===== src/hw/uiesu_pkg.sv =====
// Constants shared by the UART interrupt enable and status unit
package uiesu_pkg;
  // Register offsets on the host register port
  localparam logic [3:0] UIESU_OFS_HOLDING   = 4'h0;
  localparam logic [3:0] UIESU_OFS_IER       = 4'h1;
  localparam logic [3:0] UIESU_OFS_ISR       = 4'h2;
  localparam logic [3:0] UIESU_OFS_LINE      = 4'h5;
  localparam logic [3:0] UIESU_OFS_MODEM     = 4'h6;
  localparam logic [3:0] UIESU_OFS_IO_STATE  = 4'hB;

  // Interrupt enable field positions
  localparam int UIESU_IE_RX      = 0;
  localparam int UIESU_IE_TX      = 1;
  localparam int UIESU_IE_LINE    = 2;
  localparam int UIESU_IE_MODEM   = 3;
  localparam int UIESU_IE_SLEEP   = 4;
  localparam int UIESU_IE_XOFF    = 5;
  localparam int UIESU_IE_RTS     = 6;
  localparam int UIESU_IE_CTS     = 7;
  localparam logic [7:0] UIESU_IE_RESET    = 8'h00;
  localparam logic [7:0] UIESU_IE_BASE_MSK = 8'h0F;

  // Interrupt status codes in bits 5:0
  localparam logic [5:0] UIESU_ISR_LINE    = 6'h06;
  localparam logic [5:0] UIESU_ISR_TIMEOUT = 6'h0C;
  localparam logic [5:0] UIESU_ISR_RECEIVE_READY_IRQ   = 6'h04;
  localparam logic [5:0] UIESU_ISR_TRANSMIT_READY_IRQ   = 6'h02;
  localparam logic [5:0] UIESU_ISR_MODEM   = 6'h00;
  localparam logic [5:0] UIESU_ISR_GPIO    = 6'h30;
  localparam logic [5:0] UIESU_ISR_XOFF    = 6'h10;
  localparam logic [5:0] UIESU_ISR_FLOW    = 6'h20;
  localparam logic [5:0] UIESU_ISR_NONE    = 6'h01;
  localparam logic [1:0] UIESU_ISR_FIFO_ON = 2'h3;

  // Receive time-out span: characters plus extra bit times
  localparam int UIESU_TO_CHARS = 4;
  localparam int UIESU_TO_BITS  = 12;
  localparam int UIESU_TO_W     = 8;
endpackage


===== src/hw/uiesu_top.sv =====
// UART interrupt enable, prioritised status and line status flags
// Operation
// - FIFO level at trigger raises receive interrupt
// - Data ready set on push, clear empty
// - FIFO on, low enables clear: polled mode
// - Line flags report overrun, errors, transmit empties
// - Receive enable gates holding/trigger data interrupt
// - Transmit enable gates ready; enabling while ready fires immediately
// - Line enable interrupts on line bits 1-4,7
// - Summary flag for errored chars; head errors
// - Modem enable interrupts on change bits 0-3
// - Enables 7:4 writable only with enhanced; sleep
// - Xoff enable interrupts on Xoff/special match
// - RTS enable interrupts on RTS rising
// - CTS enable interrupts on CTS rising
// - Status read shows highest pending source only
// - Time-out after four chars plus twelve bits
// - GPIO toggle interrupts, cleared by pin read
// - Line clears when errors gone; rx below
// - Transmit ready cleared by status read, write
// - Modem and flow interrupts cleared modem read
// - Xoff held until Xon; special cleared read
// - Status codes by priority; 0x01 means none
// - Xoff status sets only with both enables
// - Top status bits show FIFO enable
// - Status bit 5 flags CTS/RTS deassert
`timescale 1ns/1ns
module uiesu_top
  import uiesu_pkg::*;
(
  // Clock and reset
  input  wire logic       sys_clk,
  input  wire logic       rst,
  // Host register port
  input  wire logic [3:0] reg_addr,
  input  wire logic       reg_wr,
  input  wire logic       reg_rd,
  input  wire logic [7:0] reg_wdata,
  output logic      [7:0] reg_rdata,
  output logic            host_irq,
  // Mode controls from the rest of the channel
  input  wire logic       fifo_enable,
  input  wire logic       enhanced_enable,
  input  wire logic       auto_rts,
  input  wire logic       auto_cts,
  // Receive path state
  input  wire logic [6:0] rx_level,
  input  wire logic [6:0] rx_trigger,
  input  wire logic       rx_push,
  input  wire logic       rx_overrun,
  input  wire logic [2:0] rx_head_error,
  input  wire logic [6:0] rx_error_count,
  input  wire logic       bit_tick,
  input  wire logic [3:0] char_bits,
  // Transmit path state
  input  wire logic [6:0] tx_spaces,
  input  wire logic [6:0] tx_trigger,
  input  wire logic       transmit_holding_empty,
  input  wire logic       transmit_shift_empty,
  // Other interrupt sources
  input  wire logic [3:0] modem_delta,
  input  wire logic [7:0] gpio_in,
  input  wire logic       xoff_match,
  input  wire logic       special_match,
  input  wire logic       xon_match,
  input  wire logic       rts_n,
  input  wire logic       cts_n,
  // Status seen by the rest of the channel
  output logic            sleep_enable,
  output logic            polled_mode
);

  // Enable register and sticky source flags
  logic [7:0]            interrupt_enable;
  logic                  overrun_flag;
  logic                  tx_pend;
  logic                  tx_cond_q;
  logic                  timeout_pend;
  logic [UIESU_TO_W-1:0] timeout_cnt;
  logic [7:0]            gpio_q;
  logic                  gpio_pend;
  logic                  xoff_pend;
  logic                  special_pend;
  logic                  rts_q;
  logic                  cts_q;
  logic                  flow_pend;

  // Host access decode
  wire logic acc_ier_wr    = reg_wr && (reg_addr == UIESU_OFS_IER);
  wire logic acc_thr_wr    = reg_wr && (reg_addr == UIESU_OFS_HOLDING);
  wire logic acc_rhr_rd    = reg_rd && (reg_addr == UIESU_OFS_HOLDING);
  wire logic acc_isr_rd    = reg_rd && (reg_addr == UIESU_OFS_ISR);
  wire logic acc_line_rd   = reg_rd && (reg_addr == UIESU_OFS_LINE);
  wire logic acc_modem_rd  = reg_rd && (reg_addr == UIESU_OFS_MODEM);
  wire logic acc_io_rd     = reg_rd && (reg_addr == UIESU_OFS_IO_STATE);

  // Upper enables only move while enhanced functions are on
  wire logic [7:0] ier_keep_msk = enhanced_enable ? 8'h00 : ~UIESU_IE_BASE_MSK;
  wire logic [7:0] next_ier     = (interrupt_enable & ier_keep_msk)
                                | (reg_wdata & ~ier_keep_msk);

  // Line status flags
  wire logic       data_ready   = (rx_level != 7'h00);
  wire logic       err_summary  = (rx_error_count != 7'h00);
  wire logic       tx_all_empty = transmit_holding_empty && transmit_shift_empty;
  wire logic [7:0] line_status  = {err_summary, tx_all_empty, transmit_holding_empty,
                                   rx_head_error, overrun_flag, data_ready};

  // Receive data condition: level in FIFO mode, any char otherwise
  wire logic rx_cond = fifo_enable ? (rx_level >= rx_trigger) : data_ready;

  // Transmit ready condition: spaces above trigger or empty FIFO
  wire logic tx_cond = fifo_enable ? ((tx_spaces > tx_trigger) || transmit_holding_empty)
                                   : transmit_holding_empty;

  // Line condition follows overrun, head errors and summary
  wire logic line_cond = overrun_flag || (rx_head_error != 3'h0) || err_summary;

  // Time-out span in bit times, recomputed from the frame length
  wire logic [UIESU_TO_W-1:0] timeout_span =
    UIESU_TO_W'(UIESU_TO_CHARS) * UIESU_TO_W'(char_bits) + UIESU_TO_W'(UIESU_TO_BITS);
  wire logic timeout_run = fifo_enable && data_ready;

  // Edge detectors on the flow-control pins, toggle detector on the general inputs
  wire logic rts_rise   = auto_rts && rts_n && !rts_q;
  wire logic cts_rise   = auto_cts && cts_n && !cts_q;
  wire logic gpio_tog   = (gpio_in != gpio_q);

  // Enabled requests per priority level
  wire logic req_line    = interrupt_enable[UIESU_IE_LINE]  && line_cond;
  wire logic req_timeout = interrupt_enable[UIESU_IE_RX]    && timeout_pend;
  wire logic req_rx      = interrupt_enable[UIESU_IE_RX]    && rx_cond;
  wire logic req_tx      = interrupt_enable[UIESU_IE_TX]    && tx_pend;
  wire logic req_modem   = interrupt_enable[UIESU_IE_MODEM] && (modem_delta != 4'h0);
  wire logic req_gpio    = gpio_pend;
  wire logic req_xoff    = xoff_pend || special_pend;
  wire logic req_flow    = flow_pend && enhanced_enable;

  // Priority encoder: only the top pending source is reported
  wire logic [5:0] isr_code =
    req_line    ? UIESU_ISR_LINE    :
    req_timeout ? UIESU_ISR_TIMEOUT :
    req_rx      ? UIESU_ISR_RECEIVE_READY_IRQ   :
    req_tx      ? UIESU_ISR_TRANSMIT_READY_IRQ   :
    req_modem   ? UIESU_ISR_MODEM   :
    req_gpio    ? UIESU_ISR_GPIO    :
    req_xoff    ? UIESU_ISR_XOFF    :
    req_flow    ? UIESU_ISR_FLOW    : UIESU_ISR_NONE;
  wire logic [7:0] interrupt_status =
    {fifo_enable ? UIESU_ISR_FIFO_ON : 2'h0, isr_code};

  // Reads that report a source acknowledge only that source
  wire logic isr_ack_tx   = acc_isr_rd && (isr_code == UIESU_ISR_TRANSMIT_READY_IRQ);
  wire logic isr_ack_spec = acc_isr_rd && (isr_code == UIESU_ISR_XOFF);

  // Read data mux; other addresses belong elsewhere and read zero here
  wire logic [7:0] rd_mux =
    (reg_addr == UIESU_OFS_IER)  ? interrupt_enable :
    (reg_addr == UIESU_OFS_ISR)  ? interrupt_status :
    (reg_addr == UIESU_OFS_LINE) ? line_status      : 8'h00;

  // Interrupt enable register
  always_ff @(posedge sys_clk) begin
    if (rst) begin
      interrupt_enable <= UIESU_IE_RESET;
    end else if (acc_ier_wr) begin
      interrupt_enable <= next_ier;
    end
  end

  // Overrun is sticky until the line status is read; a new one wins
  // The flag lives here since the receive path only pulses it
  wire logic next_overrun = rx_overrun || (overrun_flag && !acc_line_rd);
  always_ff @(posedge sys_clk) begin
    if (rst) begin
      overrun_flag <= 1'b0;
    end else begin
      overrun_flag <= next_overrun;
    end
  end

  // Transmit ready: set on rising condition or when enabled while empty
  wire logic tx_en_rise   = acc_ier_wr && next_ier[UIESU_IE_TX] && !interrupt_enable[UIESU_IE_TX];
  wire logic tx_set       = (tx_cond && !tx_cond_q) || (tx_en_rise && tx_cond);
  wire logic next_tx_pend = tx_set || (tx_pend && !acc_thr_wr && !isr_ack_tx);

  // Last transmit condition; resets high, as an idle channel is empty,
  // so that leaving reset does not look like a fresh rising condition
  always_ff @(posedge sys_clk) begin
    if (rst) begin
      tx_cond_q <= 1'b1;
    end else begin
      tx_cond_q <= tx_cond;
    end
  end

  // Transmit ready flag, kept even while masked so enabling can report it
  always_ff @(posedge sys_clk) begin
    if (rst) begin
      tx_pend <= 1'b0;
    end else begin
      tx_pend <= next_tx_pend;
    end
  end

  // Receive time-out timer, restarted by each push or read
  // It stops at the span, so an idle FIFO never wraps and fires again
  always_ff @(posedge sys_clk) begin
    if (rst) begin
      timeout_cnt <= '0;
    end else if (!timeout_run || rx_push || acc_rhr_rd) begin
      timeout_cnt <= '0;
    end else if (bit_tick && (timeout_cnt != timeout_span)) begin
      timeout_cnt <= timeout_cnt + UIESU_TO_W'(1);
    end
  end

  // Time-out flag clears on a holding register read
  wire logic timeout_hit = timeout_run && bit_tick && !rx_push && !acc_rhr_rd
                         && (timeout_cnt == timeout_span - UIESU_TO_W'(1));
  wire logic next_timeout_pend = timeout_hit || (timeout_pend && !acc_rhr_rd);
  always_ff @(posedge sys_clk) begin
    if (rst) begin
      timeout_pend <= 1'b0;
    end else begin
      timeout_pend <= next_timeout_pend;
    end
  end

  // Last sampled general inputs, for toggle detection
  // Reset to zero, so inputs already high at release report a toggle
  always_ff @(posedge sys_clk) begin
    if (rst) begin
      gpio_q <= 8'h00;
    end else begin
      gpio_q <= gpio_in;
    end
  end

  // GPIO toggle flag, cleared by the pin state read
  wire logic next_gpio_pend = gpio_tog || (gpio_pend && !acc_io_rd);
  always_ff @(posedge sys_clk) begin
    if (rst) begin
      gpio_pend <= 1'b0;
    end else begin
      gpio_pend <= next_gpio_pend;
    end
  end

  // Xoff waits for Xon; special character waits for a status read
  wire logic xoff_arm          = enhanced_enable && interrupt_enable[UIESU_IE_XOFF];
  wire logic next_xoff_pend    = (xoff_arm && xoff_match) || (xoff_pend && !xon_match);
  wire logic next_special_pend = (xoff_arm && special_match) || (special_pend && !isr_ack_spec);

  // Xoff flag, held until Xon arrives
  always_ff @(posedge sys_clk) begin
    if (rst) begin
      xoff_pend <= 1'b0;
    end else begin
      xoff_pend <= next_xoff_pend;
    end
  end

  // Special character flag, held until reported
  // A status read clears it only when it was the code reported
  always_ff @(posedge sys_clk) begin
    if (rst) begin
      special_pend <= 1'b0;
    end else begin
      special_pend <= next_special_pend;
    end
  end

  // Flow-control deassert flag, gated by its own enables
  wire logic flow_set       = (interrupt_enable[UIESU_IE_RTS] && rts_rise)
                            || (interrupt_enable[UIESU_IE_CTS] && cts_rise);
  wire logic next_flow_pend = flow_set || (flow_pend && !acc_modem_rd);

  // Last pin levels; reset high so a pin already high at release is no edge
  always_ff @(posedge sys_clk) begin
    if (rst) begin
      rts_q <= 1'b1;
      cts_q <= 1'b1;
    end else begin
      rts_q <= rts_n;
      cts_q <= cts_n;
    end
  end

  // Flow flag, cleared by the modem status read
  always_ff @(posedge sys_clk) begin
    if (rst) begin
      flow_pend <= 1'b0;
    end else begin
      flow_pend <= next_flow_pend;
    end
  end

  // Registered read data, one cycle after the read strobe
  // Held between reads so a slow host can sample late
  always_ff @(posedge sys_clk) begin
    if (rst) begin
      reg_rdata <= 8'h00;
    end else if (reg_rd) begin
      reg_rdata <= rd_mux;
    end
  end

  // Next values of the flopped outputs
  wire logic next_host_irq = (isr_code != UIESU_ISR_NONE);
  wire logic next_polled   = fifo_enable && ((interrupt_enable & UIESU_IE_BASE_MSK) == 8'h00);

  // Host interrupt, one cycle behind the pending sources;
  // a flop here keeps decode glitches off the pin
  always_ff @(posedge sys_clk) begin
    if (rst) begin
      host_irq <= 1'b0;
    end else begin
      host_irq <= next_host_irq;
    end
  end

  // Sleep enable copy; sleep itself is handled elsewhere
  always_ff @(posedge sys_clk) begin
    if (rst) begin
      sleep_enable <= 1'b0;
    end else begin
      sleep_enable <= interrupt_enable[UIESU_IE_SLEEP];
    end
  end

  // Polled mode indication
  // Host polls the line flags instead of taking interrupts
  always_ff @(posedge sys_clk) begin
    if (rst) begin
      polled_mode <= 1'b0;
    end else begin
      polled_mode <= next_polled;
    end
  end

endmodule


===== config.mk =====
export PLATFORM = sky130hd
export DESIGN_NAME = uiesu_top
export DESIGN_NICKNAME = d
export VERILOG_FILES = /design/src/hw/uiesu_pkg.sv /design/src/hw/uiesu_top.sv
export SDC_FILE = /design/constraint.sdc
export NUM_CORES = 1
export LEC_CHECK = 0
export BUFFER_PORTS_ARGS = -buffer_cell sky130_fd_sc_hd__buf_2
export CAP_MARGIN = 20
export CORE_MARGIN = 3
export CORE_UTILIZATION = 40
export DETAILED_ROUTE_END_ITERATION = 10
export MAX_ROUTING_LAYER = met4
export PLACE_DENSITY = 0.68
export SETUP_SLACK_MARGIN = 0.4
export SLEW_MARGIN = 20
export SYNTH_ARGS = -nofsm -noshare
export SYNTH_HDL_FRONTEND = slang
export SYNTH_SLANG_ARGS = --single-unit
export TNS_END_PERCENT = 10

===== constraint.sdc =====
create_clock -name sys_clk -period 2.1 [get_ports sys_clk]
set_clock_uncertainty 0.05 [all_clocks]
set_input_delay 0.525 -clock sys_clk [delete_from_list [all_inputs] [get_ports sys_clk]]
set_output_delay 0.525 -clock sys_clk [all_outputs]
set_load 0.01 [all_outputs]

Word level (Yosys, flattened, before mapping)
Cells that the tools add are included.

Equal/unequal tests: 11. Reductions and logical operators: 80. Muxes and demuxes: 15. $add $sub $neg: 3. Magnitude comparators: 2. Bitwise operators: 4.

Operator list (count): 6-bit 2-to-1 mux (8); 1-bit logical AND (44); 8-bit 2-to-1 mux (4); 8-bit AND (2); 1-bit logical OR (15); 1-bit logical NOT (14); 7-bit nonzero test (2); 8-bit by 1-bit adder with 8-bit output, second input constant (1); 4-bit by 3-bit equality test with 1-bit output, second input constant (2); 8-bit equality test (1); 8-bit logical NOT (1); 8-bit by 7-bit inequality test with 1-bit output (1); 8-bit inequality test (1); 8-bit inverter (1); 8-bit bitwise OR (1); 7-bit by 1-bit subtractor with 8-bit output, second input constant (1); 6-bit by 4-bit adder with 7-bit output, second input constant (1); 7-bit greater-or-equal comparator (1); 7-bit > comparator (1); 6-bit by 2-bit equality test with 1-bit output, second input constant (1); 6-bit by 5-bit equality test with 1-bit output, second input constant (1); 6-bit by 1-bit inequality test with 1-bit output, second input constant (1); 4-bit by 1-bit equality test with 1-bit output, second input constant (1); 4-bit by 2-bit equality test with 1-bit output, second input constant (1); 7 further kinds (8).

Word-level logic and storage cells: 132. Output and inout port bits: 11. Bits in registers: 45. Input bits: 84.

Longest topological paths before layout
Gate-level depths: netlist (run 1).

Depth in word-level cells: 14. Gate-level depth with buffers: 9. Mapped depth without buffers: 8.

Worst setup path after synthesis (run 1)
No wires, ideal clock.

Path type: in2reg. Start: input port char_bits[1]. End: register timeout_pend. Stages on the path: 8. Data arrival time: 2.082 ns. Setup slack: -0.099 ns. Cell sequence: inv_1 > ha_1 > xnor2_1 > nor4_1 > a31oi_1 > or4_1 > a2111o_1 > o21ai_2.

Longest elaborated chain between the ends: 5.

RTL lines: start: declaration (RTL line uiesu_top.sv:54) `input wire logic [3:0] char_bits,`; 6-bit by 4-bit adder with 7-bit output (RTL line uiesu_top.sv:121) `UIESU_TO_W'(UIESU_TO_CHARS) * UIESU_TO_W'(char_bits) + UIESU_TO_W'(UIESU_TO_BITS);`; 7-bit by 1-bit subtractor with 8-bit output (RTL line uiesu_top.sv:220) `&& (timeout_cnt == timeout_span - UIESU_TO_W'(1));`; 8-bit equality test (RTL line uiesu_top.sv:220); 1-bit logical AND (RTL line uiesu_top.sv:220); 1-bit logical OR (RTL line uiesu_top.sv:221) `wire logic next_timeout_pend = timeout_hit || (timeout_pend && !acc_rhr_rd);`; end signal: assignment (RTL line uiesu_top.sv:226) `timeout_pend <= next_timeout_pend;`; end: declaration (RTL line uiesu_top.sv:78) `logic timeout_pend;`.

Every way passes these cells. A chain may end at the register's enable or synchronous reset.

Final worst setup path (run 1)
Ends and elaborated chain as after synthesis.

==> results of run 1 <==
worst paths after layout:
kind             startpoint            to  slack [ns]  cells after the start
max reg2reg  timeout_cnt[3]  timeout_pend        0.15                      6
max            char_bits[1]  timeout_pend        0.06                      9
min reg2reg    reg_rdata[2]  reg_rdata[2]        0.40                      2
min                   cts_n         cts_q        0.36                      2
worst reg2reg max path, delay by kind of cell (launching register included):
kind / cells / cell delay [ns]
AO/OA/AOI/OAI: 3 / 0.47
AND/OR/NAND/NOR: 2 / 0.68
XOR/XNOR: 1 / 0.13
flip-flops: 1 / 0.57
stage by stage:
step	TNS (ns)	util, %	hold WS (ns)
6_report	0	57.17	0.3577
5_1_grt	-0.04696	57.17	0.3713
4_1_cts	0	54.22	0.3526
3_5_place_dp	-3.071	52.75	0.3917
3_3_place_gp	-2.506	52.75	0.3900
2_1_floorplan	-0.04029	-	0.4015
layout make-up:
class                           instances  area (sq um)
Fill cell                             595          2766
Multi-Input combinational cell        240          1868
Sequential cell                        45         900.9
Timing Repair Buffer                  114         645.6
Tap cell                               77         96.34
Inverter                               22         87.58
Clock buffer                            5         68.82
Clock inverter                          3         25.02
metal layers:
metal  global-route usage, %  share of wire [%]  vias up
li1                        -                  -     1370
met1                   21.80                 41     1275
met2                   33.24                 52       92
met3                   3.259                6.1        7
met4                   3.159               0.85        0
met5                       -                  0        -
synth_stat cells (2+ instances only):
| master | n |
|---|---|
| sky130_fd_sc_hd__a221oi_1 | 4 |
| sky130_fd_sc_hd__a211oi_1 | 2 |
| sky130_fd_sc_hd__a221o_1 | 2 |
| sky130_fd_sc_hd__o21ai_1 | 4 |
| sky130_fd_sc_hd__a21o_1 | 3 |
| sky130_fd_sc_hd__nand3_1 | 10 |
| sky130_fd_sc_hd__nand4_1 | 6 |
| sky130_fd_sc_hd__o21a_1 | 2 |
| sky130_fd_sc_hd__xnor2_1 | 13 |
| sky130_fd_sc_hd__o21ai_2 | 2 |
| sky130_fd_sc_hd__nor2_1 | 27 |
| sky130_fd_sc_hd__inv_1 | 22 |
| sky130_fd_sc_hd__o2111ai_1 | 2 |
| sky130_fd_sc_hd__or4_1 | 2 |
| sky130_fd_sc_hd__nand3b_1 | 3 |
| sky130_fd_sc_hd__o31ai_1 | 4 |
| sky130_fd_sc_hd__and3_1 | 2 |
| sky130_fd_sc_hd__or3_1 | 4 |
| sky130_fd_sc_hd__a31oi_1 | 4 |
| sky130_fd_sc_hd__nor4_1 | 7 |
| sky130_fd_sc_hd__a21oi_1 | 17 |
| sky130_fd_sc_hd__o311a_1 | 3 |
| sky130_fd_sc_hd__ha_1 | 20 |
| sky130_fd_sc_hd__xor2_1 | 7 |
| sky130_fd_sc_hd__nor2b_1 | 12 |
| sky130_fd_sc_hd__o311ai_1 | 2 |
| sky130_fd_sc_hd__or2_1 | 2 |
| sky130_fd_sc_hd__nor3_1 | 8 |
| sky130_fd_sc_hd__nand2b_1 | 3 |
| sky130_fd_sc_hd__dfxtp_1 | 45 |
| sky130_fd_sc_hd__buf_2 | 2 |
| sky130_fd_sc_hd__o21ai_0 | 7 |
| sky130_fd_sc_hd__clkbuf_1 | 8 |
| sky130_fd_sc_hd__nor3_2 | 2 |
| sky130_fd_sc_hd__nand4b_1 | 3 |
| sky130_fd_sc_hd__mux2i_1 | 5 |
| sky130_fd_sc_hd__nand2_1 | 27 |
cell families after synthesis:
logic type,count (synthesis),synth area share (%)
xor gates and xnor gates,21,7.324
DFF,45,33.16
and+or+nand+nor,127,25.84
buffers and inverters,34,5.205
adders and majority gates,20,9.212
AOI/OAI and AO/OA,67,17.41
muxes,5,1.843
state kept, by name, indices dropped and copies added (netlist names), 4 cells and up, named ones only:
| signal | cells |
|---|---|
| timeout_cnt | 8 |
| reg_rdata | 8 |
| gpio_q | 8 |
| interrupt_enable | 4 |
power groups by stage:
| stage | Clock, mW | Sequential (mW) | Combinational (mW) |
|---|---|---|---|
| after CTS | 0.578 | 0.892 | 0.367 |
| after detailed placement | 0 | 0.912 | 0.365 |
| after floorplan | 0 | 0.913 | 0.194 |
| after global routing | 0.612 | 0.895 | 0.445 |
| final | 0.556 | 0.892 | 0.402 |
| after global placement | 0 | 0.911 | 0.358 |
what timing repair did:
action | in CTS | in global routing
setup endpoints to repair | 16 | 19
pin swaps | 0 | 24
endpoints found under the hold margin | 0 | 0
hold buffers | 0 | 0
gates resized for setup | 1 | 36
==> impl_summary.log, run 1 <==
INFO  metric grt_pass1_wl = 11150 microns
INFO  metric design_area = 3692 sq um
INFO  metric post_synth_instance_area = 2716 sq um
INFO  metric antenna_violations_before_repair = 0
INFO  metric syn2layout_area_growth = 35.93%
INFO  metric power.combinational.fraction = 21.7%
INFO  metric required = 2.28 ns
INFO  metric worstMarginPinSlew = 0.3939 ns
INFO  metric synthesis.nets = 423
INFO  metric fp.coreArea = 6459 sq um
INFO  metric worstSetupPathType = in -> reg
INFO  metric preCtsSetupSlack = -0.2760 ns
INFO  metric syn-instance-count = 319
INFO  metric cts_tree = yes
INFO  metric final_critical_path_setup_slack = 0.05598 ns
INFO  metric finalWirelength = 7297 microns
INFO  metric synth-edff-count = 0
INFO  metric share_clk_of_total_power = 30.1%
INFO  metric async_reset_ff_share = 0%
INFO  metric drt_first_pass_iters = 4
INFO  metric count_of_standard_cell_rows = 29
INFO  metric net_count_final = 532
INFO  metric synth-seq-area-share = 33.16%
INFO  metric layout_cell_share_with_drive_strength_beyond_1 = 36.60%
INFO  metric postSynthRegisterBits = 45
INFO  metric cts_max_path_buffers = 2
INFO  metric postSynth.topFlopCell = sky130_fd_sc_hd__dfxtp_1
INFO  metric path_clk_slew = 0.10 ns
INFO  metric floorplan.initialDensity = 42.06%
INFO  metric synth_warnings = 0
INFO  metric hpwl = 5758 microns
INFO  metric syn-mean-instance-area = 8.515 sq um
INFO  metric outcome = finished clean
INFO  metric p_switching = 0.5240 mW
INFO  metric htree_num_levels = 2
INFO  metric numCtsBuffers = 5
INFO  metric routed_via_density = 5.423
INFO  metric yosysTopAreaCellShare = 33.16%
INFO  metric unique_masters_post_synth = 58
INFO  metric internal-power = 1.326 mW
INFO  metric grt_max_degree = 35
INFO  metric cts_setup_buffers = 0
INFO  metric yosys-top-cells-area = sky130_fd_sc_hd__dfxtp_1, sky130_fd_sc_hd__ha_1, sky130_fd_sc_hd__xnor2_1
INFO  metric power_density = 501.1 nW/um^2
INFO  metric power_frac_seq = 48.2%
INFO  metric die_area = 7815 sq um
INFO  metric dp_cells = 498
INFO  metric number_of_max_slew_violations_in_the_final_report = 0
INFO  metric cts.root.buffer_cell = sky130_fd_sc_hd__clkbuf_8
INFO  metric total_power = 1.850 mW
INFO  metric finalNonFillerCells = 506
INFO  metric clock_sink_count = 45
INFO  metric critPathArrivalTime = 2.23 ns
INFO  metric dieWidth = 88.41 microns
INFO  metric slew-limit-headroom = 73.70%
INFO  metric avgRoutedWirePerCell = 14.42 microns
INFO  metric cp_max_stage_delay = 0.48 ns
INFO  metric first_iter_violations = 126
INFO  metric hold_path_class = in -> reg
INFO  metric synth_top_cell_by_area = sky130_fd_sc_hd__dfxtp_1
INFO  metric clock.fmax = 489.2 MHz
INFO  metric timing.max_cap.violations = 0
INFO  metric timing.final.setup_violations = 0
INFO  metric io-pin-count = 95
INFO  metric critPathCaptureType = flip-flop
INFO  metric path_delay_family = simple AND/OR/NAND/NOR gates
INFO  metric mostFrequentLayoutCells = sky130_fd_sc_hd__buf_2, sky130_fd_sc_hd__dfxtp_1, sky130_fd_sc_hd__nand2_1
INFO  metric gr-total-overflow = 0
INFO  metric global_router_s_overall_resource_usage = 18.49%
INFO  metric crit_slowest_cell = sky130_fd_sc_hd__or4_1
INFO  metric cp_cell_sequence = buf_2, inv_4, ha_4, xnor2_4, nor4_1, a31oi_1, or4_1, a2111o_1, o21ai_2
INFO  metric final.period_utilization = 97.33%
INFO  metric sw_frac_of_total = 28.32%
INFO  metric antenna_violating_nets_post_route = 0
INFO  metric clock_latency_on_the_worst_skew_pair = 0.30 ns
INFO  metric residual_drc_count = 0
INFO  metric number_of_port_buffers = 94
INFO  metric period_minus_slack = 2.044 ns
INFO  metric vias = 2744
INFO  metric final-hold-violation-count = 0
INFO  metric floorplan.die.height = 88.41 microns
INFO  metric placedInstanceArea = 3407 sq um
INFO  metric gp_routability_congestion = 0.8676
INFO  metric rsz0062_at_grt = yes
INFO  metric worst-path-max-fanout = 3
INFO  metric irDropWorstVdd = 0.0003245 V
INFO  metric setup.worst_path.start_class = input port
INFO  metric grt_pass1_vias = 2493
INFO  metric mostFrequentLayoutCell = sky130_fd_sc_hd__buf_2
INFO  metric diodes = 0
INFO  metric critPathBufInv = 2
INFO  metric p_leak = 1.612 nW
Power figures use the tool's default switching activity.
==> run 2, diff against run 1 <==
clock period = 1.7 ns   (was 2.1 ns; I/O delays follow)
==> run 2 against run 1 <==
The run now ends with negative setup slack left. Clock power grew 22%. Design area grew 10%. Register-to-register slack lost 0.21 ns. First-iteration DRC count grew 31%. Sequential share of layout area shrank 2.2 points. Flip-flop and latch count is the same. Via count grew 3.6%. Sequential power grew 23%. Global-route usage grew 1.0 points.
==> impl_summary.log, run 2 (same netlist as run 1, synthesis figures left out) <==
INFO  metric floorplan.initialDensity = 42.06% (unchanged)
INFO  metric antenna_violating_nets_post_route = 0 (unchanged)
INFO  metric first_iter_violations = 165 (+31%)
INFO  metric hold_buffers = 0 (unchanged)
INFO  metric drt_first_pass_iters = 4 (unchanged)
INFO  metric crit_path_start = char_bits[1]
INFO  metric p_leak = 1.779 nW (+10%)
INFO  metric multiInputGateArea = 1988 sq um (+6.4%)
INFO  metric count_of_standard_cell_rows = 29 (unchanged)
INFO  metric internal-power = 1.695 mW (+28%)
INFO  metric critPathCaptureType = flip-flop
INFO  metric final.period_utilization = 109.8%
INFO  metric gr-total-overflow = 0 (unchanged)
INFO  metric reg2reg_from = timeout_cnt[7]
INFO  metric holdWs = 0.2712 ns (-0.08652 ns)
INFO  metric sw_frac_of_total = 28.12% (-0.20 points)
INFO  metric power_density = 579.0 nW/um^2 (+16%)
INFO  metric reg2reg_to = timeout_pend
INFO  metric outcome = finished with violations
INFO  metric period_minus_slack = 1.866 ns
INFO  metric dieWidth = 88.41 microns (unchanged)
INFO  metric worstSetupPathType = in -> reg
INFO  metric setup.worst_path.start_class = input port
INFO  metric power_frac_seq = 46.8% (-1.4 points)
INFO  metric dp_cells = 518 (+4.0%)
INFO  metric rsz0062_at_grt = yes
INFO  metric final_critical_path_setup_slack = -0.1659 ns (-0.2219 ns)
INFO  metric placedInstanceArea = 3562 sq um (+4.6%)
INFO  metric irDropWorstVdd = 0.0005180 V (+60%)
INFO  metric number_of_fill_cells_in_the_layout = 532 (-11%)
INFO  metric share_clk_of_total_power = 28.7% (-1.4 points)
INFO  metric clock.fmax = 535.9 MHz
INFO  metric finalNonFillerCells = 528 (+4.3%)
INFO  metric rr_worst_depth = 6 (unchanged)
INFO  metric grt_pass1_wl = 11950 microns (+7.2%)
INFO  metric fp.coreArea = 6459 sq um (unchanged)
INFO  metric crit_end = timeout_cnt[4]
INFO  metric met3_wirelength = 502 microns (+13%)
INFO  metric mostFrequentLayoutCell = sky130_fd_sc_hd__buf_2
INFO  metric mostFrequentLayoutCells = sky130_fd_sc_hd__buf_2, sky130_fd_sc_hd__dfxtp_1, sky130_fd_sc_hd__buf_4
INFO  metric worstMarginPinSlew = 0.4606 ns (+0.06673 ns)
INFO  metric hpwl = 5898 microns (+2.4%)
INFO  metric fin_tns_setup = -1.029 ns (-1.029 ns)
INFO  metric htree_num_levels = 2 (unchanged)
INFO  metric grt_max_degree = 35 (unchanged)
INFO  metric clock_latency_on_the_worst_skew_pair = 0.29 ns (about the same)
INFO  metric power.combinational.fraction = 24.6% (+2.9 points)
INFO  metric p_switching = 0.6631 mW (+27%)
INFO  metric timing.final.setup_violations = 12 (+12)
INFO  metric finalWirelength = 7566 microns (+3.7%)
INFO  metric routed-wl-met2 = 3877 microns (+2.2%)
INFO  metric rrSetupSlack = -0.06 ns (-0.21 ns)
INFO  metric global_router_s_overall_resource_usage = 19.52% (+1.0 points)
INFO  metric design_area = 4073 sq um (+10%)
INFO  metric die_area = 7815 sq um (unchanged)
INFO  metric violations = negative setup slack
INFO  metric cts_tree = yes
INFO  metric io-pin-count = 95 (unchanged)
INFO  metric final-hold-violation-count = 0 (unchanged)
INFO  metric gp_routability_congestion = 0.9065 (+4.5%)
INFO  metric diodes = 0 (unchanged)
INFO  metric syn2layout_area_growth = 49.93%
INFO  metric route.top_layer_used = met4
INFO  metric routed_via_density = 5.386 (-0.67%)
INFO  metric cts.root.buffer_cell = sky130_fd_sc_hd__clkbuf_8
INFO  metric grt_pass1_vias = 2726 (+9.3%)
INFO  metric number_of_max_slew_violations_in_the_final_report = 0 (unchanged)
INFO  metric avgRoutedWirePerCell = 14.33 microns (-0.63%)
INFO  metric cp_cell_sequence = buf_8, inv_8, buf_4, ha_4, a21oi_4, xor3_1, and4_4, buf_4, nor3_2, xnor2_1, nor2_1
INFO  metric cp_max_stage_delay = 0.28 ns (-0.20 ns)
INFO  metric number_of_port_buffers = 94 (unchanged)
INFO  metric critPathArrivalTime = 2.01 ns (-0.22 ns)
INFO  metric residual_drc_count = 0 (unchanged)
INFO  metric timing.max_cap.violations = 0 (unchanged)
INFO  metric final-seq-area = 903.4 sq um (+0.28%)
INFO  metric required = 1.84 ns (-0.44 ns)
INFO  metric net_count_final = 554 (+4.1%)
INFO  metric vias = 2844 (+3.6%)
INFO  metric reg_top3 = gpio_q: 8 flops, reg_rdata: 8 flops, timeout_cnt: 8 flops
INFO  metric hold_path_class = in -> reg
INFO  metric antenna_violations_before_repair = 0 (unchanged)
INFO  metric numCtsBuffers = 5 (unchanged)
INFO  metric crit_slowest_cell = sky130_fd_sc_hd__xor3_1
INFO  metric layout_cell_share_with_drive_strength_beyond_1 = 44.79% (+8.2 points)
INFO  metric floorplan.die.height = 88.41 microns (unchanged)
INFO  metric worst-path-max-fanout = 8 (+5)
INFO  metric slew-limit-headroom = 68.89% (-4.8 points)
INFO  metric critPathMostFrequentCell = sky130_fd_sc_hd__buf_4
INFO  metric route.layer.met1.wl = 3150 microns (+5.2%)
INFO  metric path_clk_slew = 0.09 ns (about the same)
INFO  metric cts_max_path_buffers = 2 (unchanged)
INFO  metric clock_sink_count = 45 (unchanged)
==> run 2: changes by cell type in the layout (fill, tap and decap cells not counted), moves of 3 or more <==
cell                     delta
sky130_fd_sc_hd__buf_4     +18
sky130_fd_sc_hd__buf_2      -9
sky130_fd_sc_hd__buf_6      +8
sky130_fd_sc_hd__buf_8      +4
sky130_fd_sc_hd__nor4_1     -3
sky130_fd_sc_hd__nor4_2     +3
==> run 2: layout make-up <==
type | instances | area share [%]
Clock buffer | 5 | 1.690
Clock inverter | 3 | 0.6144
Inverter | 22 | 2.396
Multi-Input combinational cell | 240 | 48.82
Sequential cell | 45 | 22.18
Tap cell | 77 | 2.366
Timing Repair Buffer | 136 | 21.94
==> run 2: timing repair <==
action	4_1_cts	5_1_grt
cloned	0	0
setup endpoints to repair	31	32
setup buffers	0	2
gates resized for setup	48	36
pin swaps	27	27
==> run 2: routing by layer <==
metal,vias to the layer above,track usage (%)
li1,1412,-
met1,1341,24.16
met2,86,33.38
met3,5,3.911
met4,0,3.297
met5,-,-
==> run 2: metrics by stage <==
step	util, %	setup WS, ns	total power, mW
2_1_floorplan	-	-0.3095	1.368
3_3_place_gp	55.15	-0.4994	1.591
3_5_place_dp	55.15	-0.5239	1.601
4_1_cts	59.98	-0.1527	2.330
5_1_grt	63.06	-0.2395	2.482
6_report	63.06	-0.1659	2.358
==> run 2: worst min path at each step <==
stage | from | endpoint | cells after the start
after floorplan | special_pend | special_pend | 2
after global placement | reg_rdata[1] | reg_rdata[1] | 2
after detailed placement | reg_rdata[2] | reg_rdata[2] | 2
after CTS | cts_n | cts_q | 2
after global routing | cts_n | cts_q | 2
final | cts_n | cts_q | 2
==> run 2: power by group through the flow <==
| stage | Clock [mW] | Sequential, mW | Combinational (mW) |
|---|---|---|---|
| 3_5_place_dp | 0 | 1.13 | 0.474 |
| 3_3_place_gp | 0 | 1.13 | 0.465 |
| 6_report | 0.676 | 1.10 | 0.579 |
| 4_1_cts | 0.699 | 1.10 | 0.528 |
| 5_1_grt | 0.736 | 1.11 | 0.640 |
| 2_1_floorplan | 0 | 1.13 | 0.240 |
==> run 2: worst max-delay path, delay by kind of cell <==
kind | cells | cell delay [ns]
AO/OA/AOI/OAI | 1 | 0.16
XOR/XNOR | 2 | 0.42
adder cells (fa/ha/maj) | 1 | 0.15
buffers and inverters | 4 | 0.38
AND/OR/NAND/NOR | 3 | 0.47
==> run 3, diff against run 2 <==
CORE_UTILIZATION = 45   (was 40)
PLACE_DENSITY = 0.76   (was 0.68)
==> run 3 against run 2 <==
Combinational power increased by 0.9%. Design area increased by 0.25%. Utilization increased by 8.9 points. Hold slack improved by 0.0054 ns. Worst setup slack improved by 0.010 ns. The run still ends with negative setup slack left. Sequential power about the same. Critical path depth decreased by 2. Via count decreased by 1.1%. Routed wire length increased by 8.0%. Die area decreased by 10%. Sequential share of layout area increased by 0.13 points. Maximum frequency increased by 0.54%.
==> impl_summary.log, run 3 (same netlist as run 1, synthesis figures left out) <==
INFO  metric period_minus_slack = 1.856 ns (-0.009977 ns)
INFO  metric gr-total-overflow = 0 (unchanged)
INFO  metric worstMarginPinSlew = 0.3769 ns (-0.08372 ns)
INFO  metric hold_path_depth = 2 (unchanged)
INFO  metric rsz0062_at_grt = yes
INFO  metric dieWidth = 83.70 microns (-5.3%)
INFO  metric power_density = 604.4 nW/um^2 (+4.4%)
INFO  metric hpwl = 5869 microns (-0.49%)
INFO  metric critical_path_depth = 9 (-2)
INFO  metric crit_slowest_cell = sky130_fd_sc_hd__or4_1
INFO  metric critPathArrivalTime = 2.04 ns (+0.03 ns)
INFO  metric grt_max_degree = 35 (unchanged)
INFO  metric reg_top3 = gpio_q: 8 flops, reg_rdata: 8 flops, timeout_cnt: 8 flops
INFO  metric number_of_fill_cells_in_the_layout = 432 (-19%)
INFO  metric routed_via_density = 5.379 (-0.14%)
INFO  metric rr_worst_depth = 6 (unchanged)
INFO  metric clock_latency_on_the_worst_skew_pair = 0.29 ns (about the same)
INFO  metric hold_path.startpoint = cts_n
INFO  metric path_clk_slew = 0.08 ns (about the same)
INFO  metric cp_max_stage_delay = 0.47 ns (+0.19 ns)
INFO  metric path_delay_family = simple AND/OR/NAND/NOR gates
INFO  metric slew-limit-headroom = 74.54% (+5.7 points)
INFO  metric hold_buffers = 0 (unchanged)
INFO  metric multiInputGateArea = 1988 sq um (unchanged)
INFO  metric p_leak = 1.783 nW (+0.24%)
INFO  metric global_router_s_overall_resource_usage = 23.07% (+3.6 points)
INFO  metric hold_path_class = in -> reg
INFO  metric syn2layout_area_growth = 50.30%
INFO  metric holdWs = 0.2766 ns (+0.005445 ns)
INFO  metric net_count_final = 555 (+0.18%)
INFO  metric gp_routability_congestion = 0.9122 (+0.63%)
INFO  metric postLayoutCoreUtil = 71.94% (+8.9 points)
INFO  metric die_area = 7005 sq um (-10%)
INFO  metric fp.coreArea = 5675 sq um (-12%)
INFO  metric timing.max_cap.violations = 0 (unchanged)
INFO  metric floorplan.die.height = 83.70 microns (-5.3%)
INFO  metric numCtsBuffers = 5 (unchanged)
INFO  metric preCtsSetupSlack = -0.5279 ns (-0.004019 ns)
INFO  metric final.period_utilization = 109.2% (-0.59 points)
INFO  metric floorplan.initialDensity = 47.86% (+5.8 points)
INFO  metric htree_num_levels = 2 (unchanged)
INFO  metric reg2reg_to = timeout_pend
INFO  metric finalNonFillerCells = 523 (-0.95%)
INFO  metric critPathBufInv = 2 (-2)
INFO  metric setup.worst_path.start_class = input port
INFO  metric finalWirelength = 8170 microns (+8.0%)
INFO  metric drt_first_pass_iters = 4 (unchanged)
INFO  metric violations = negative setup slack
INFO  metric residual_drc_count = 0 (unchanged)
INFO  metric dp_cells = 516 (-0.39%)
INFO  metric number_of_max_slew_violations_in_the_final_report = 0 (unchanged)
INFO  metric count_of_standard_cell_rows = 27 (-6.9%)
INFO  metric cts.root.buffer_cell = sky130_fd_sc_hd__clkbuf_8
INFO  metric diodes = 0 (unchanged)
INFO  metric mostFrequentLayoutCells = sky130_fd_sc_hd__buf_2, sky130_fd_sc_hd__dfxtp_1, sky130_fd_sc_hd__buf_4
INFO  metric io-pin-count = 95 (unchanged)
INFO  metric cp_cell_sequence = buf_8, inv_8, ha_4, xnor2_2, nor4_2, a31oi_1, or4_1, a2111o_1, o21ai_2
INFO  metric number_of_port_buffers = 94 (unchanged)
INFO  metric clock.fmax = 538.8 MHz (+0.54%)
INFO  metric cts_tree = yes
INFO  metric grt_pass1_vias = 2766 (+1.5%)
INFO  metric timing.final.setup_violations = 7 (-5)
INFO  metric irDropWorstVdd = 0.0004453 V (-14%)
INFO  metric cts_max_path_buffers = 2 (unchanged)
INFO  metric outcome = finished with violations
INFO  metric vias = 2813 (-1.1%)
INFO  metric layout_cell_share_with_drive_strength_beyond_1 = 46.12% (+1.3 points)
INFO  metric antenna_violating_nets_post_route = 0 (unchanged)
INFO  metric grt_pass1_wl = 12930 microns (+8.2%)
INFO  metric final-hold-violation-count = 0 (unchanged)
INFO  metric clock_sink_count = 45 (unchanged)
INFO  metric final-seq-area = 910.9 sq um (+0.83%)
INFO  metric critPathCaptureType = flip-flop
INFO  metric worstSetupPathType = in -> reg
INFO  metric rrSetupSlack = -0.06 ns (about the same)
INFO  metric whs_endpoint = cts_q
INFO  metric required = 1.88 ns (+0.04 ns)
INFO  metric final_critical_path_setup_slack = -0.1560 ns (+0.009977 ns)
INFO  metric reg2reg_from = timeout_cnt[7]
INFO  metric mostFrequentLayoutCell = sky130_fd_sc_hd__buf_2
INFO  metric antenna_violations_before_repair = 0 (unchanged)
INFO  metric worst-path-max-fanout = 3 (-5)
INFO  metric first_iter_violations = 195 (+18%)
INFO  metric avgRoutedWirePerCell = 15.62 microns (+9.0%)
==> run 3: cell types whose count changed in the layout (fill, tap and decap cells not counted), sizes merged <==
cell      previous run  this run
inv                 23        22
clkbuf               6         5
bufinv               0         1
clkinvlp             1         0
buf                135       137
==> run 3: stage by stage <==
step | setup TNS, ns | power, mW | instance area [sq um]
detailed placement | -7.798 | 1.604 | 3578
CTS | -0.1730 | 2.438 | 3945
global placement | -7.192 | 1.592 | 3578
finish | -0.3367 | 2.467 | 4083
floorplan | -4.029 | 1.368 | 2760
global route | -0.8981 | 2.606 | 4083
==> run 3: worst max-delay path by stage <==
stage                             from            to  slack (ns)
final                     char_bits[1]  timeout_pend       -0.16
after global routing      char_bits[1]  timeout_pend       -0.23
after CTS                 char_bits[1]  timeout_pend       -0.14
after detailed placement   rx_level[6]  reg_rdata[0]       -0.53
after global placement     rx_level[6]  reg_rdata[5]       -0.48
after floorplan           char_bits[0]  timeout_pend       -0.31
==> run 3: report_power, final <==
part           internal (mW)  switching, mW
sequential              1.08         0.0190
combinational          0.311          0.273
clock                  0.427          0.353
==> run 3: metal layers <==
layer  share of wire (%)  vias to the layer above  GRT usage (%)  wire (microns)
li1                    -                     1412              -               -
met1                  41                     1274          28.73            3335
met2                  50                      113          37.31            4083
met3                 7.5                       14          6.910             612
met4                 1.7                        0          4.532             139
met5                   0                        -              -               0
==> run 3: cell type report <==
class | instances | area share, %
timing repair buffer | 137 | 21.91
clock buffer | 5 | 1.686
tap | 72 | 2.207
sequential | 45 | 22.31
inverter | 22 | 2.329
clock inverter | 2 | 0.8581
multi-input combinational | 240 | 48.70
==> run 3: worst reg2reg max path, stage by stage (launching register included) <==
cell and delay, ns:
sky130_fd_sc_hd__dfxtp_1 0.37, sky130_fd_sc_hd__nor3_2 0.19, sky130_fd_sc_hd__a21o_1 0.11, sky130_fd_sc_hd__a31oi_1 0.08, sky130_fd_sc_hd__or4_1 0.47, sky130_fd_sc_hd__a2111o_1 0.31
sky130_fd_sc_hd__o21ai_2 0.11
==> run 3: what timing repair did <==
item | in CTS | in global routing
gates resized for setup | 59 | 32
setup endpoints to repair | 28 | 31
buffers inserted | 0 | 0
pin swaps | 31 | 26
